`config.mk`:
```
export PLATFORM = sky130hd
export DESIGN_NAME = sram_tap
export DESIGN_NICKNAME = d
export VERILOG_FILES = /design/src/hdl/sram_tap_pkg.sv /design/src/hdl/pin_sampler.sv /design/src/hdl/sram_tap.sv
export VERILOG_INCLUDE_DIRS = /design/src /design/src/hdl
export SDC_FILE = /design/constraint.sdc
export NUM_CORES = 1
export LEC_CHECK = 0
export ABC_CLOCK_PERIOD_IN_PS = 2400
export BUFFER_PORTS_ARGS = -buffer_cell sky130_fd_sc_hd__buf_2
export CAP_MARGIN = 20
export CORE_MARGIN = 8
export CORE_UTILIZATION = 57
export DETAILED_ROUTE_END_ITERATION = 8
export GPL_TIMING_DRIVEN = 0
export PLACE_DENSITY = 0.78
export SETUP_SLACK_MARGIN = 0.02
export SYNTH_ARGS = -nofsm -noshare
export SYNTH_HDL_FRONTEND = slang
export SYNTH_SLANG_ARGS = --single-unit
```
`constraint.sdc`:
```
create_clock -name clk_sys_in -period 2.4 [get_ports clk_sys_in]
set_input_delay 0.36 -clock clk_sys_in [delete_from_list [all_inputs] [get_ports clk_sys_in]]
set_output_delay 0.36 -clock clk_sys_in [all_outputs]
set_load 0.005 [all_outputs]
```
`src/hdl/sram_tap_map.svh`:
```
`ifndef SRAM_TAP_MAP_SVH
`define SRAM_TAP_MAP_SVH

// Chain lengths
`define TAP_IR_LEN 3
`define TAP_ID_LEN 32
`define TAP_BSR_LEN 107

// Instruction codes
`define TAP_OP_EXTEST 3'h0
`define TAP_OP_IDCODE 3'h1
`define TAP_OP_SAMPLE_Z 3'h2
`define TAP_OP_SAMPLE 3'h4
`define TAP_OP_BYPASS 3'h7

// Capture pattern for the instruction chain, low two bits are 01
`define TAP_IR_CAPTURE 3'h1

// Identification word field positions
`define TAP_ID_REV_HI 31
`define TAP_ID_REV_LO 29
`define TAP_ID_PART_HI 28
`define TAP_ID_PART_LO 12
`define TAP_ID_MAKER_HI 11
`define TAP_ID_MAKER_LO 1

// Internal boundary cell that gates the data output bus
`define TAP_OE_CELL 47

`endif

```
`src/hdl/sram_tap_pkg.sv`:
```
`default_nettype none

package sram_tap_pkg;

  // Sixteen controller states
  typedef enum logic [3:0] {
    TEST_LOGIC_RESET, RUN_TEST_IDLE,
    SELECT_DR, CAPTURE_DR, SHIFT_DR, EXIT1_DR, PAUSE_DR, EXIT2_DR, UPDATE_DR,
    SELECT_IR, CAPTURE_IR, SHIFT_IR, EXIT1_IR, PAUSE_IR, EXIT2_IR, UPDATE_IR
  } tap_state_t;

  // Data chain selected by the current instruction
  typedef enum logic [1:0] {
    CHAIN_BYPASS, CHAIN_IDENT, CHAIN_BOUNDARY
  } chain_sel_t;

endpackage

`default_nettype wire

```
`src/hdl/pin_sampler.sv`:
```
`default_nettype none

// Three-stage sampler; the level follows only once stages two and three agree
module pin_sampler #(
  parameter int WIDTH = 1
) (
  input wire logic clk_sys_in,
  input wire logic rst_n_in,
  input wire logic [WIDTH-1:0] raw_in,
  output logic [WIDTH-1:0] level_out
);

  logic [WIDTH-1:0] sync1_q;
  logic [WIDTH-1:0] sync2_q;
  logic [WIDTH-1:0] sync3_q;

  // First stage feeds only the second; agreement filters single-sample glitches
  always_ff @(posedge clk_sys_in) begin
    sync1_q <= raw_in;
    sync2_q <= sync1_q;
    sync3_q <= sync2_q;
  end

  genvar i;
  generate
    for (i = 0; i < WIDTH; i++) begin : g_bit
      // Per-bit settle so a skewed bus bit does not hold back the others
      always_ff @(posedge clk_sys_in) begin
        if (!rst_n_in) begin
          level_out[i] <= 1'b0;
        end else if (sync2_q[i] == sync3_q[i]) begin
          level_out[i] <= sync3_q[i];
        end
      end
    end
  endgenerate

endmodule

`default_nettype wire

```
`src/hdl/sram_tap.sv`:
```
`default_nettype none
`include "sram_tap_map.svh"

// Behaviour
// - 3-bit instruction, 32-bit ident, 107-cell boundary chains
// - Code 111 selects one-bit bypass register
// - Code 001 captures fixed identification word
// - Code 010 samples pins, outputs high impedance
// - Code 100 samples ring, SRAM undisturbed
// - Code 000 captures ring into boundary chain
// - Ident: revision, part, maker, bit0 one
// - Cell 47 gates output bus under 000
// - Sample input rising, change output falling
// - Five high mode-select edges reset; ident loaded
// - Instruction capture loads low bits 01
module sram_tap #(
  parameter int BSR_LEN = `TAP_BSR_LEN,
  parameter logic [2:0] ID_REVISION = 3'h6, // Arbitrary value
  parameter logic [16:0] ID_PART = 17'h00abc, // Arbitrary value
  parameter logic [10:0] ID_MAKER = 11'h155 // Arbitrary value
) (
  input wire logic clk_sys_in,
  input wire logic rst_n_in,
  input wire logic tck_in,
  input wire logic tms_in,
  input wire logic tdi_in,
  input wire logic [BSR_LEN-1:0] ring_in,
  output logic tdo_out,
  output logic tdo_oe_n_out,
  output logic [BSR_LEN-1:0] ring_drive_out,
  output logic ring_drive_en_out,
  output logic q_bus_enable_out
);

  localparam int IR_LEN = `TAP_IR_LEN;
  localparam int ID_LEN = `TAP_ID_LEN;

  // Synchronised link signals
  logic [2:0] link_lvl;
  logic [BSR_LEN-1:0] ring_lvl;
  logic tck_prev_q;

  pin_sampler #(.WIDTH(3)) u_link_sampler (
    .clk_sys_in(clk_sys_in),
    .rst_n_in(rst_n_in),
    .raw_in({tck_in, tms_in, tdi_in}),
    .level_out(link_lvl)
  );

  // Ring snapshot is asynchronous to the SRAM clock, so it is filtered too
  pin_sampler #(.WIDTH(BSR_LEN)) u_ring_sampler (
    .clk_sys_in(clk_sys_in),
    .rst_n_in(rst_n_in),
    .raw_in(ring_in),
    .level_out(ring_lvl)
  );

  wire tck_lvl = link_lvl[2];
  wire tms_lvl = link_lvl[1];
  wire tdi_lvl = link_lvl[0];
  wire tck_rise = tck_lvl & ~tck_prev_q;
  wire tck_fall = ~tck_lvl & tck_prev_q;

  always_ff @(posedge clk_sys_in) begin
    if (!rst_n_in) begin
      tck_prev_q <= 1'b0;
    end else begin
      tck_prev_q <= tck_lvl;
    end
  end

  // Controller state
  sram_tap_pkg::tap_state_t state_q;
  sram_tap_pkg::tap_state_t state_d;

  // Next-state table; five high edges reach reset from anywhere
  always_comb begin
    unique case (state_q)
      sram_tap_pkg::TEST_LOGIC_RESET:
        state_d = tms_lvl ? sram_tap_pkg::TEST_LOGIC_RESET : sram_tap_pkg::RUN_TEST_IDLE;
      sram_tap_pkg::RUN_TEST_IDLE:
        state_d = tms_lvl ? sram_tap_pkg::SELECT_DR : sram_tap_pkg::RUN_TEST_IDLE;
      sram_tap_pkg::SELECT_DR:
        state_d = tms_lvl ? sram_tap_pkg::SELECT_IR : sram_tap_pkg::CAPTURE_DR;
      sram_tap_pkg::CAPTURE_DR:
        state_d = tms_lvl ? sram_tap_pkg::EXIT1_DR : sram_tap_pkg::SHIFT_DR;
      sram_tap_pkg::SHIFT_DR:
        state_d = tms_lvl ? sram_tap_pkg::EXIT1_DR : sram_tap_pkg::SHIFT_DR;
      sram_tap_pkg::EXIT1_DR:
        state_d = tms_lvl ? sram_tap_pkg::UPDATE_DR : sram_tap_pkg::PAUSE_DR;
      sram_tap_pkg::PAUSE_DR:
        state_d = tms_lvl ? sram_tap_pkg::EXIT2_DR : sram_tap_pkg::PAUSE_DR;
      sram_tap_pkg::EXIT2_DR:
        state_d = tms_lvl ? sram_tap_pkg::UPDATE_DR : sram_tap_pkg::SHIFT_DR;
      sram_tap_pkg::UPDATE_DR:
        state_d = tms_lvl ? sram_tap_pkg::SELECT_DR : sram_tap_pkg::RUN_TEST_IDLE;
      sram_tap_pkg::SELECT_IR:
        state_d = tms_lvl ? sram_tap_pkg::TEST_LOGIC_RESET : sram_tap_pkg::CAPTURE_IR;
      sram_tap_pkg::CAPTURE_IR:
        state_d = tms_lvl ? sram_tap_pkg::EXIT1_IR : sram_tap_pkg::SHIFT_IR;
      sram_tap_pkg::SHIFT_IR:
        state_d = tms_lvl ? sram_tap_pkg::EXIT1_IR : sram_tap_pkg::SHIFT_IR;
      sram_tap_pkg::EXIT1_IR:
        state_d = tms_lvl ? sram_tap_pkg::UPDATE_IR : sram_tap_pkg::PAUSE_IR;
      sram_tap_pkg::PAUSE_IR:
        state_d = tms_lvl ? sram_tap_pkg::EXIT2_IR : sram_tap_pkg::PAUSE_IR;
      sram_tap_pkg::EXIT2_IR:
        state_d = tms_lvl ? sram_tap_pkg::UPDATE_IR : sram_tap_pkg::SHIFT_IR;
      sram_tap_pkg::UPDATE_IR:
        state_d = tms_lvl ? sram_tap_pkg::SELECT_DR : sram_tap_pkg::RUN_TEST_IDLE;
    endcase
  end

  // Controller advances only on a recognised rising edge
  always_ff @(posedge clk_sys_in) begin
    if (!rst_n_in) begin
      state_q <= sram_tap_pkg::TEST_LOGIC_RESET;
    end else if (tck_rise) begin
      state_q <= state_d;
    end
  end

  // State decodes
  // Preset on the edge that enters reset, so the fifth high edge already takes effect
  wire to_reset = (state_d == sram_tap_pkg::TEST_LOGIC_RESET);
  wire cap_ir = (state_q == sram_tap_pkg::CAPTURE_IR);
  wire sh_ir = (state_q == sram_tap_pkg::SHIFT_IR);
  wire upd_ir = (state_q == sram_tap_pkg::UPDATE_IR);
  wire cap_dr = (state_q == sram_tap_pkg::CAPTURE_DR);
  wire sh_dr = (state_q == sram_tap_pkg::SHIFT_DR);
  wire upd_dr = (state_q == sram_tap_pkg::UPDATE_DR);

  // Instruction chain
  logic [IR_LEN-1:0] ir_shift_q;
  logic [IR_LEN-1:0] ir_q;

  always_ff @(posedge clk_sys_in) begin
    if (!rst_n_in) begin
      ir_shift_q <= `TAP_IR_CAPTURE;
      ir_q <= `TAP_OP_IDCODE;
    end else if (tck_rise) begin
      if (to_reset) begin
        ir_q <= `TAP_OP_IDCODE;
      end else if (cap_ir) begin
        ir_shift_q <= `TAP_IR_CAPTURE;
      end else if (sh_ir) begin
        ir_shift_q <= {tdi_lvl, ir_shift_q[IR_LEN-1:1]};
      end else if (upd_ir) begin
        ir_q <= ir_shift_q;
      end
    end
  end

  // Instruction decode; reserved codes fall back to bypass as a safe choice
  wire op_extest = (ir_q == `TAP_OP_EXTEST);
  wire op_sample_z = (ir_q == `TAP_OP_SAMPLE_Z);
  wire op_sample = (ir_q == `TAP_OP_SAMPLE);
  sram_tap_pkg::chain_sel_t chain;
  assign chain = (ir_q == `TAP_OP_IDCODE) ? sram_tap_pkg::CHAIN_IDENT :
                 (op_extest | op_sample_z | op_sample) ? sram_tap_pkg::CHAIN_BOUNDARY :
                 sram_tap_pkg::CHAIN_BYPASS;

  // Fixed identification word
  wire [ID_LEN-1:0] id_word = {ID_REVISION, ID_PART, ID_MAKER, 1'b1};

  // Data chains
  logic bypass_q;
  logic [ID_LEN-1:0] id_shift_q;
  logic [BSR_LEN-1:0] bsr_shift_q;
  logic [BSR_LEN-1:0] bsr_upd_q;

  // Bypass captures zero, then shifts one bit of delay
  always_ff @(posedge clk_sys_in) begin
    if (!rst_n_in) begin
      bypass_q <= 1'b0;
    end else if (tck_rise && chain == sram_tap_pkg::CHAIN_BYPASS) begin
      if (cap_dr) begin
        bypass_q <= 1'b0;
      end else if (sh_dr) begin
        bypass_q <= tdi_lvl;
      end
    end
  end

  // Identification chain loads on capture, LSB leaves first
  always_ff @(posedge clk_sys_in) begin
    if (!rst_n_in) begin
      id_shift_q <= '0;
    end else if (tck_rise && chain == sram_tap_pkg::CHAIN_IDENT) begin
      if (cap_dr) begin
        id_shift_q <= id_word;
      end else if (sh_dr) begin
        id_shift_q <= {tdi_lvl, id_shift_q[ID_LEN-1:1]};
      end
    end
  end

  // Boundary chain: MSB nearest the serial input, LSB nearest the output
  always_ff @(posedge clk_sys_in) begin
    if (!rst_n_in) begin
      bsr_shift_q <= '0;
    end else if (tck_rise && chain == sram_tap_pkg::CHAIN_BOUNDARY) begin
      if (cap_dr) begin
        bsr_shift_q <= ring_lvl;
      end else if (sh_dr) begin
        bsr_shift_q <= {tdi_lvl, bsr_shift_q[BSR_LEN-1:1]};
      end
    end
  end

  // Update latches; the output-enable cell is preset high on test reset
  always_ff @(posedge clk_sys_in) begin
    if (!rst_n_in) begin
      bsr_upd_q <= '0;
      bsr_upd_q[`TAP_OE_CELL] <= 1'b1;
    end else if (tck_rise) begin
      if (to_reset) begin
        bsr_upd_q[`TAP_OE_CELL] <= 1'b1;
      end else if (upd_dr && chain == sram_tap_pkg::CHAIN_BOUNDARY) begin
        bsr_upd_q <= bsr_shift_q;
      end
    end
  end

  // Serial output mux; reading the chain LSB before the next rise
  wire tdo_sel = sh_ir ? ir_shift_q[0] :
                 (chain == sram_tap_pkg::CHAIN_IDENT) ? id_shift_q[0] :
                 (chain == sram_tap_pkg::CHAIN_BOUNDARY) ? bsr_shift_q[0] :
                 bypass_q;

  // Output changes on the falling edge so the far end samples a settled bit
  always_ff @(posedge clk_sys_in) begin
    if (!rst_n_in) begin
      tdo_out <= 1'b0;
      tdo_oe_n_out <= 1'b1;
    end else if (tck_fall) begin
      tdo_out <= tdo_sel;
      tdo_oe_n_out <= ~(sh_ir | sh_dr);
    end
  end

  // Pin-side controls; the ring itself is untouched except under 000
  assign ring_drive_out = bsr_upd_q;
  assign ring_drive_en_out = op_extest;
  assign q_bus_enable_out = op_sample_z ? 1'b0 :
                            op_extest ? bsr_upd_q[`TAP_OE_CELL] : 1'b1;

endmodule

`default_nettype wire

```
==> summary.md, run 1 <==
| Metric | Value |
|---|---|
| Worst-path cell chain | `clkbuf_4 > or3b_4 > a2111oi_4 > buf_6 > buf_4 > buf_2 > nor2_1 > a311oi_1` |
| Register area | `14000 um^2` |
| Ys Warns | `0` |
| Hold violation count in the final report | `0` |
| DRT iter0 DRCs | `~1200` |
| Num rows | `between 60 and 70` |
| Hold path cells | `3` |
| Final Instance Area | `~26000 um^2` |
| CTS buffer count | `67` |
| DP HPWL | `approximately 34000 um` |
| Drc violations | `0` |
| CP Launch Type | `flop` |
| IO Count | `about 220` |
| Worst ir drop on vdd | `between 0.0009 and 0.001 V` |
| Placed cell areas | `roughly 22000 um^2` |
| Hold Crit Class | `in2reg` |
| Worst-margin pin slew | `around 0.96 ns` |
| PD cells | `between 900 and 1000 nW/um^2` |
| CTS sink cnt | `700` |
| CP bufs+invs | `4` |
| Most used DFF post-synth | `dfxtp_1` |
| WL/cell | `~17 um` |
| Gr ovfl total | `0` |
| Hold WS | `approximately 0.17 ns` |
| Setup tns final | `0 ns` |
| CP max FO | `10` |
| CP Capture Type | `flop` |
| Pint | `~19 mW` |
| Register share of total power | `52.0%` |
| CTS tree | `done` |
| GRT Overall Usage | `24.0%` |
| Critical path class | `reg2reg` |
| Share of cells above drive strength 1 | `15.5%` |
| Levels on crit path | `8` |
| Via density per instance | `around 5.4` |
| Area growth syn-to-layout | `25.1%` |
| Minimum clock period | `between 2 and 2.5 ns` |
| First-pass GRT wire length | `82500 um` |
| Top cell family by delay on the critical path | `buffers and inverters` |
| Clock Skew | `about 0.018 ns` |
| Max_slew headroom | `between 30% and 40%` |
| Max incr delay on CP | `0.45 ns` |
| Async set-or-reset flop fraction in the synthesized netlist | `0%` |
| Final std cells w/o fill | `slightly above 3000` |
| Synthesized area per cell | `9.80 um^2` |
| Crit-path slowest cell | `or3b_4` |
| ANT cells | `0` |
| Syn nets | `2221` |
| IO buf count | `221` |
| Post-Place Cells | `roughly 2800` |
| Core footprint | `about 36000 um^2` |
| Worst EP required | `roughly 2.9 ns` |
| RSZ-0062 raised after global routing | `true` |
| Post-synthesis instance total | `approximately 2100` |
| Max-cap violation count | `0` |
| Routability cong. | `0.865` |
| Initial antenna violation count | `0` |
| Final Core Density | `~73%` |
| Achievable Freq | `about 430 MHz` |
| Root Buffer | `clkbuf_16` |
| Number of synthesized flops with an enable pin | `0` |
| Critical path arrival | `between 2 and 3 ns` |
| Post-synthesis cell type count | `44` |
| Die W | `approximately 210 um` |
| FF-to-FF path depth | `8` |
| Die area | `around 43000 um^2` |
| Final setup vio count | `0` |
| TritonRoute pass-1 iters | `5` |
| Yosys reg bits | `700` |
| Clk buf depth | `3` |
| Largest net degree at the start of global routing | `16` |
| Leak Pwr | `9.73 nW` |
| Number of nets in the layout | `2624` |
| Status | `complete, no violations` |
| Die height | `206 um` |
| Vias in the first global route | `roughly 16000` |
| Post-synthesis sequential area ratio | `approximately two thirds` |
| Power share of the clock group | `between 40% and 50%` |
| DRT Wirelength | `between 50000 and 60000 um` |
| Starting Density | `around 58%` |
| Htree depth | `3` |
| Vias | `around 16000` |
| Tcrit/Tclk final | `a little over nine tenths` |
| Multi-input logic area | `approximately 6100 um^2` |
| Sw Share | `20.8%` |
| Worst-Skew Late Latency | `0.58 ns` |
| Remaining antenna violation count | `0` |
| CTS clk-pin slew, worst paths | `~0.060 ns` |
| Combinational fraction of design power | `2.5%` |
| Mapped Area | `20700 um^2` |
| Fillers | `roughly 2500` |
| Final Slew Violations | `0` |
| Switching power of the nets | `between 4 and 5 mW` |
[cells by family after synthesis]
group / share of synthesized area [%]
DFF: 67.8
buffers and inverters: 2.76
AOI/OAI and AO/OA: 14.8
adders and majority gates: 0.0484
xor gates and xnor gates: 0.0848
muxes: 0.103
and+or+nand+nor: 14.4
[through the flow]
stage,power [mW],setup slack [ns]
final,23.6,0.0749
after global routing,24.3,0.00453
after CTS,23.7,0.0148
after detailed placement,13.0,-0.765
after global placement,12.9,-0.985
after floorplan,12.7,0.304
[tightest hold or removal path: cells and delay by family]
family	cells	cell delay, ns
buffers and inverters	1	0.18
and+or+nand+nor	1	0.10
AOI/OAI and AO/OA	1	0.06
[layout make-up]
type | count | share of cell area, %
inverters | 6 | 0.0871
clock inverters | 27 | 1.25
plain buffers | 132 | 2.33
clock buffers | 93 | 7.53
repair buffers | 336 | 8.70
multi-input cells | 1269 | 23.7
flip-flops and latches | 700 | 54.2
well taps | 461 | 2.23
[power groups by stage]
stage / Clock [mW] / Combinational, mW / Sequential, mW
after floorplan: 0 / 0.258 / 12.4
after global placement: 0 / 0.421 / 12.5
after detailed placement: 0 / 0.445 / 12.5
after CTS: 10.9 / 0.590 / 12.3
after global routing: 11.4 / 0.662 / 12.3
final: 10.7 / 0.600 / 12.3
[state kept, by name, summed over array words and instances (netlist names)]
register,flops
bsr_shift_q,107
ring_drive_out,107
u_ring_sampler.level_out,107
u_ring_sampler.sync1_q,107
u_ring_sampler.sync2_q,107
u_ring_sampler.sync3_q,107
id_shift_q,32
state_q,4
ir_q,3
ir_shift_q,3
u_link_sampler.level_out,3
u_link_sampler.sync1_q,3
u_link_sampler.sync2_q,3
u_link_sampler.sync3_q,3
bypass_q,1
tck_prev_q,1
tdo_oe_n_out,1
tdo_out,1
[final timing paths]
kind	slack [ns]	to	from
worst max-delay path	0.07	bsr_shift_q[39]	state_q[2]
worst min-delay path	0.17	id_shift_q[6]	rst_n_in
worst min register to register	0.32	u_ring_sampler.sync2_q[89]	u_ring_sampler.sync1_q[89]
worst max register to register	0.07	bsr_shift_q[39]	state_q[2]
[cell usage in the layout, fill, tap and decap left out, types with 5 or more instances in the layout]
master         instances
bufinv_16              6
nand4_1               19
nor2_1               145
buf_2                238
dlygate4sd3_1        110
a311oi_1             105
o21ai_0              135
dfxtp_1              700
a21oi_1              229
clkbuf_1              92
clkbuf_16             69
nand2_1              565
clkinv_2              13
clkbuf_2              18
clkbuf_4               7
clkbuf_8              13
buf_4                  8
nor3_1                 5
a211oi_1              18
inv_1                  6
[synth_stat cells, drive strengths merged, types with 2 or more instances]
library cell / count / area share, %
buf: 30 / 0.76
a211oi: 18 / 0.65
or3: 2 / 0.061
dfxtp: 700 / 68
o22ai: 4 / 0.12
a31oi: 2 / 0.061
a21oi: 229 / 5.5
nand2b: 4 / 0.12
nor2b: 3 / 0.091
a2111oi: 2 / 0.27
or3b: 2 / 0.085
nor2: 146 / 2.7
o21ai: 135 / 3.3
nand4: 19 / 0.58
nand3: 4 / 0.097
clkbuf: 104 / 1.9
a311oi: 107 / 4.5
nor3: 6 / 0.15
inv: 6 / 0.11
nand2: 565 / 10
[metal layers]
metal | up-vias | wire length (um) | global-route usage [%]
li1 | 7954 | - | -
met1 | 7799 | 21900 | 29.3
met2 | 537 | 25500 | 41.5
met3 | 127 | 3000 | 4.39
met4 | 0 | 1860 | 10.0
met5 | - | 0 | 0
[what timing repair did]
action | CTS | global route
pin swaps | 2 | 1
setup buffers | 3 | 1
gates cloned | 0 | 0
hold buffers | 110 | 0
setup endpoints to repair | 222 | 140
resized for setup | 22 | 36
hold endpoints to repair | 110 | 0
Note: power is estimated with default switching activity, not from simulation.
==> run 2: changes to the inputs <==
--- a/config.mk
+++ b/config.mk
@@ -9,7 +9,6 @@
 export ABC_CLOCK_PERIOD_IN_PS = 2400
 export BUFFER_PORTS_ARGS = -buffer_cell sky130_fd_sc_hd__buf_2
 export CAP_MARGIN = 20
-export CORE_MARGIN = 8
 export CORE_UTILIZATION = 57
 export DETAILED_ROUTE_END_ITERATION = 8
 export GPL_TIMING_DRIVEN = 0
==> summary.md, run 2 (synthesis results as in run 1) <==
| Metric | Value |
|---|---|
| Worst-path cell chain | `clkbuf_4 > or3b_4 > a2111oi_4 > buf_6 > clkbuf_4 > buf_2 > a311oi_2` |
| Final Slew Violations | `0` |
| DP HPWL | `32500 um` |
| Critical path class | `reg2reg` |
| PD cells | `just over 900 nW/um^2` |
| CTS tree | `done` |
| RR Startpoint | `state_q[2]` |
| Area growth syn-to-layout | `25.4%` |
| Remaining antenna violation count | `0` |
| Drc violations | `24` |
| Final Core Density | `between 70% and 80%` |
| Register area | `between 10000 and 15000 um^2` |
| Clock Skew | `around 0.017 ns` |
| CP Capture Type | `flop` |
| TritonRoute pass-1 iters | `7` |
| FF-to-FF path depth | `7` |
| Die W | `between 150 and 200 um` |
| Most frequent cells in the layout | `dfxtp_1, nand2_1, buf_2` |
| Final setup vio count | `0` |
| Gr ovfl total | `0` |
| Status | `complete, but fails checks` |
| Commonest non-fill, non-tap cell in the layout | `dfxtp_1` |
| CTS clk-pin slew, worst paths | `0.06 ns` |
| GRT Overall Usage | `around 28%` |
| Largest net degree at the start of global routing | `17` |
| Routability cong. | `between 0.8 and 0.9` |
| Vias | `around 17000` |
| Total power | `23.9 mW` |
| Fillers | `around 2400` |
| DRT iter0 DRCs | `1184` |
| Num rows | `between 60 and 70` |
| Post-Place Cells | `~2800` |
| Minimum clock period | `2.33 ns` |
| DRT Wirelength | `~52000 um` |
| Vias in the first global route | `between 15000 and 20000` |
| Multi-input logic area | `slightly above 6000 um^2` |
| Hold violation count in the final report | `0` |
| Flop2flop setup slack | `0.07 ns` |
| CTS sink cnt | `700` |
| IO buf count | `about 220` |
| Htree depth | `3` |
| Worst ir drop on vdd | `0.000692 V` |
| Setup crit start | `state_q[2]` |
| First-pass GRT wire length | `81000 um` |
| Leak Pwr | `~10 nW` |
| Share of cells above drive strength 1 | `~15%` |
| Max-cap violation count | `0` |
| Critical path's most frequent cell | `clkbuf_4` |
| Achievable Freq | `429 MHz` |
| Starting Density | `between 50 and 60%` |
| Core footprint | `35700 um^2` |
| Hold path cells | `3` |
| IO Count | `roughly 220` |
| CTS buffer count | `roughly 70` |
| Max incr delay on CP | `roughly 0.44 ns` |
| RR Endpoint | `bsr_shift_q[94]` |
| WL/cell | `roughly 17 um` |
| Failing checks | `design-rule violations` |
| Worst-margin pin slew | `roughly 0.95 ns` |
| Max_slew headroom | `37.0%` |
| RSZ-0062 raised after global routing | `true` |
| Die height | `roughly 190 um` |
| Critical path arrival | `2.76 ns` |
| Number of nets in the layout | `about 2600` |
| Root Buffer | `clkbuf_16` |
| Worst EP required | `~2.8 ns` |
| CP max FO | `10` |
| Placed cell areas | `approximately 22000 um^2` |
| Final std cells w/o fill | `between 3000 and 4000` |
| CP Launch Type | `flop` |
| Initial antenna violation count | `1` |
| CP endpoint | `bsr_shift_q[94]` |
| Hold Path Origin | `rst_n_in` |
| Crit-path slowest cell | `or3b_4` |
| Tcrit/Tclk final | `a little over nine tenths` |
| Via density per instance | `around 5.5` |
| Worst-Skew Late Latency | `0.59 ns` |
| Die area | `about 37000 um^2` |
| Setup tns final | `0 ns` |
| Hold Crit Class | `in2reg` |
| Final Instance Area | `25900 um^2` |
| Clk buf depth | `3` |
## run 2: final cells by class
| type | count | share of cell area [%] |
|---|---|---|
| Antenna cell | 1 | 0.00965 |
| Buffer | 131 | 2.29 |
| Clock buffer | 91 | 7.44 |
| Clock inverter | 29 | 1.51 |
| Inverter | 6 | 0.0869 |
| Multi-Input combinational cell | 1269 | 23.6 |
| Sequential cell | 700 | 54.1 |
| Tap cell | 461 | 2.23 |
| Timing Repair Buffer | 339 | 8.78 |
## run 2: worst min-delay path by stage
stage | end | slack (ns)
2_1_floorplan | u_link_sampler.sync2_q[0] | 0.31
3_3_place_gp | u_ring_sampler.sync2_q[87] | 0.31
3_5_place_dp | u_ring_sampler.sync2_q[11] | 0.31
4_1_cts | id_shift_q[2] | 0.16
5_1_grt | id_shift_q[8] | 0.22
6_report | id_shift_q[2] | 0.18
## run 2: timing repair
action | CTS | global route
gates resized for setup | 24 | 30
setup endpoints to repair | 232 | 134
pin swaps | 3 | 0
buffers inserted | 7 | 0
hold endpoints to repair | 110 | 0
hold buffers | 110 | 0
## run 2: through the flow
stage               worst slack (ns)  hold WS [ns]
floorplan                      0.304         0.310
global placement              -0.981         0.310
detailed placement            -0.802         0.312
CTS                           0.0320         0.158
global route                 -0.0150         0.221
finish                        0.0708         0.182
## run 2: power breakdown
part	leakage, nW	internal, mW	total, mW	switching (mW)
Combinational	2.82	0.291	0.603	0.312
Clock	1.14	6.62	11.0	4.38
Sequential	5.79	12.0	12.3	0.222
Total	9.75	19.0	23.9	4.91
## run 2: critical path, delay by kind of cell (launching register included)
family                 cells  cell delay (ns)
buffers and inverters      4             0.95
AOI/OAI and AO/OA          2             0.47
and+or+nand+nor            1             0.44
DFF                        1             0.31
## run 2: per-layer routing
metal | vias to the layer above | wire length (um) | track usage, %
li1 | 7946 | - | -
met1 | 7793 | 20900 | 33.5
met2 | 669 | 25000 | 47.8
met3 | 176 | 3230 | 5.29
met4 | 0 | 2420 | 13.5
met5 | - | 0 | 0
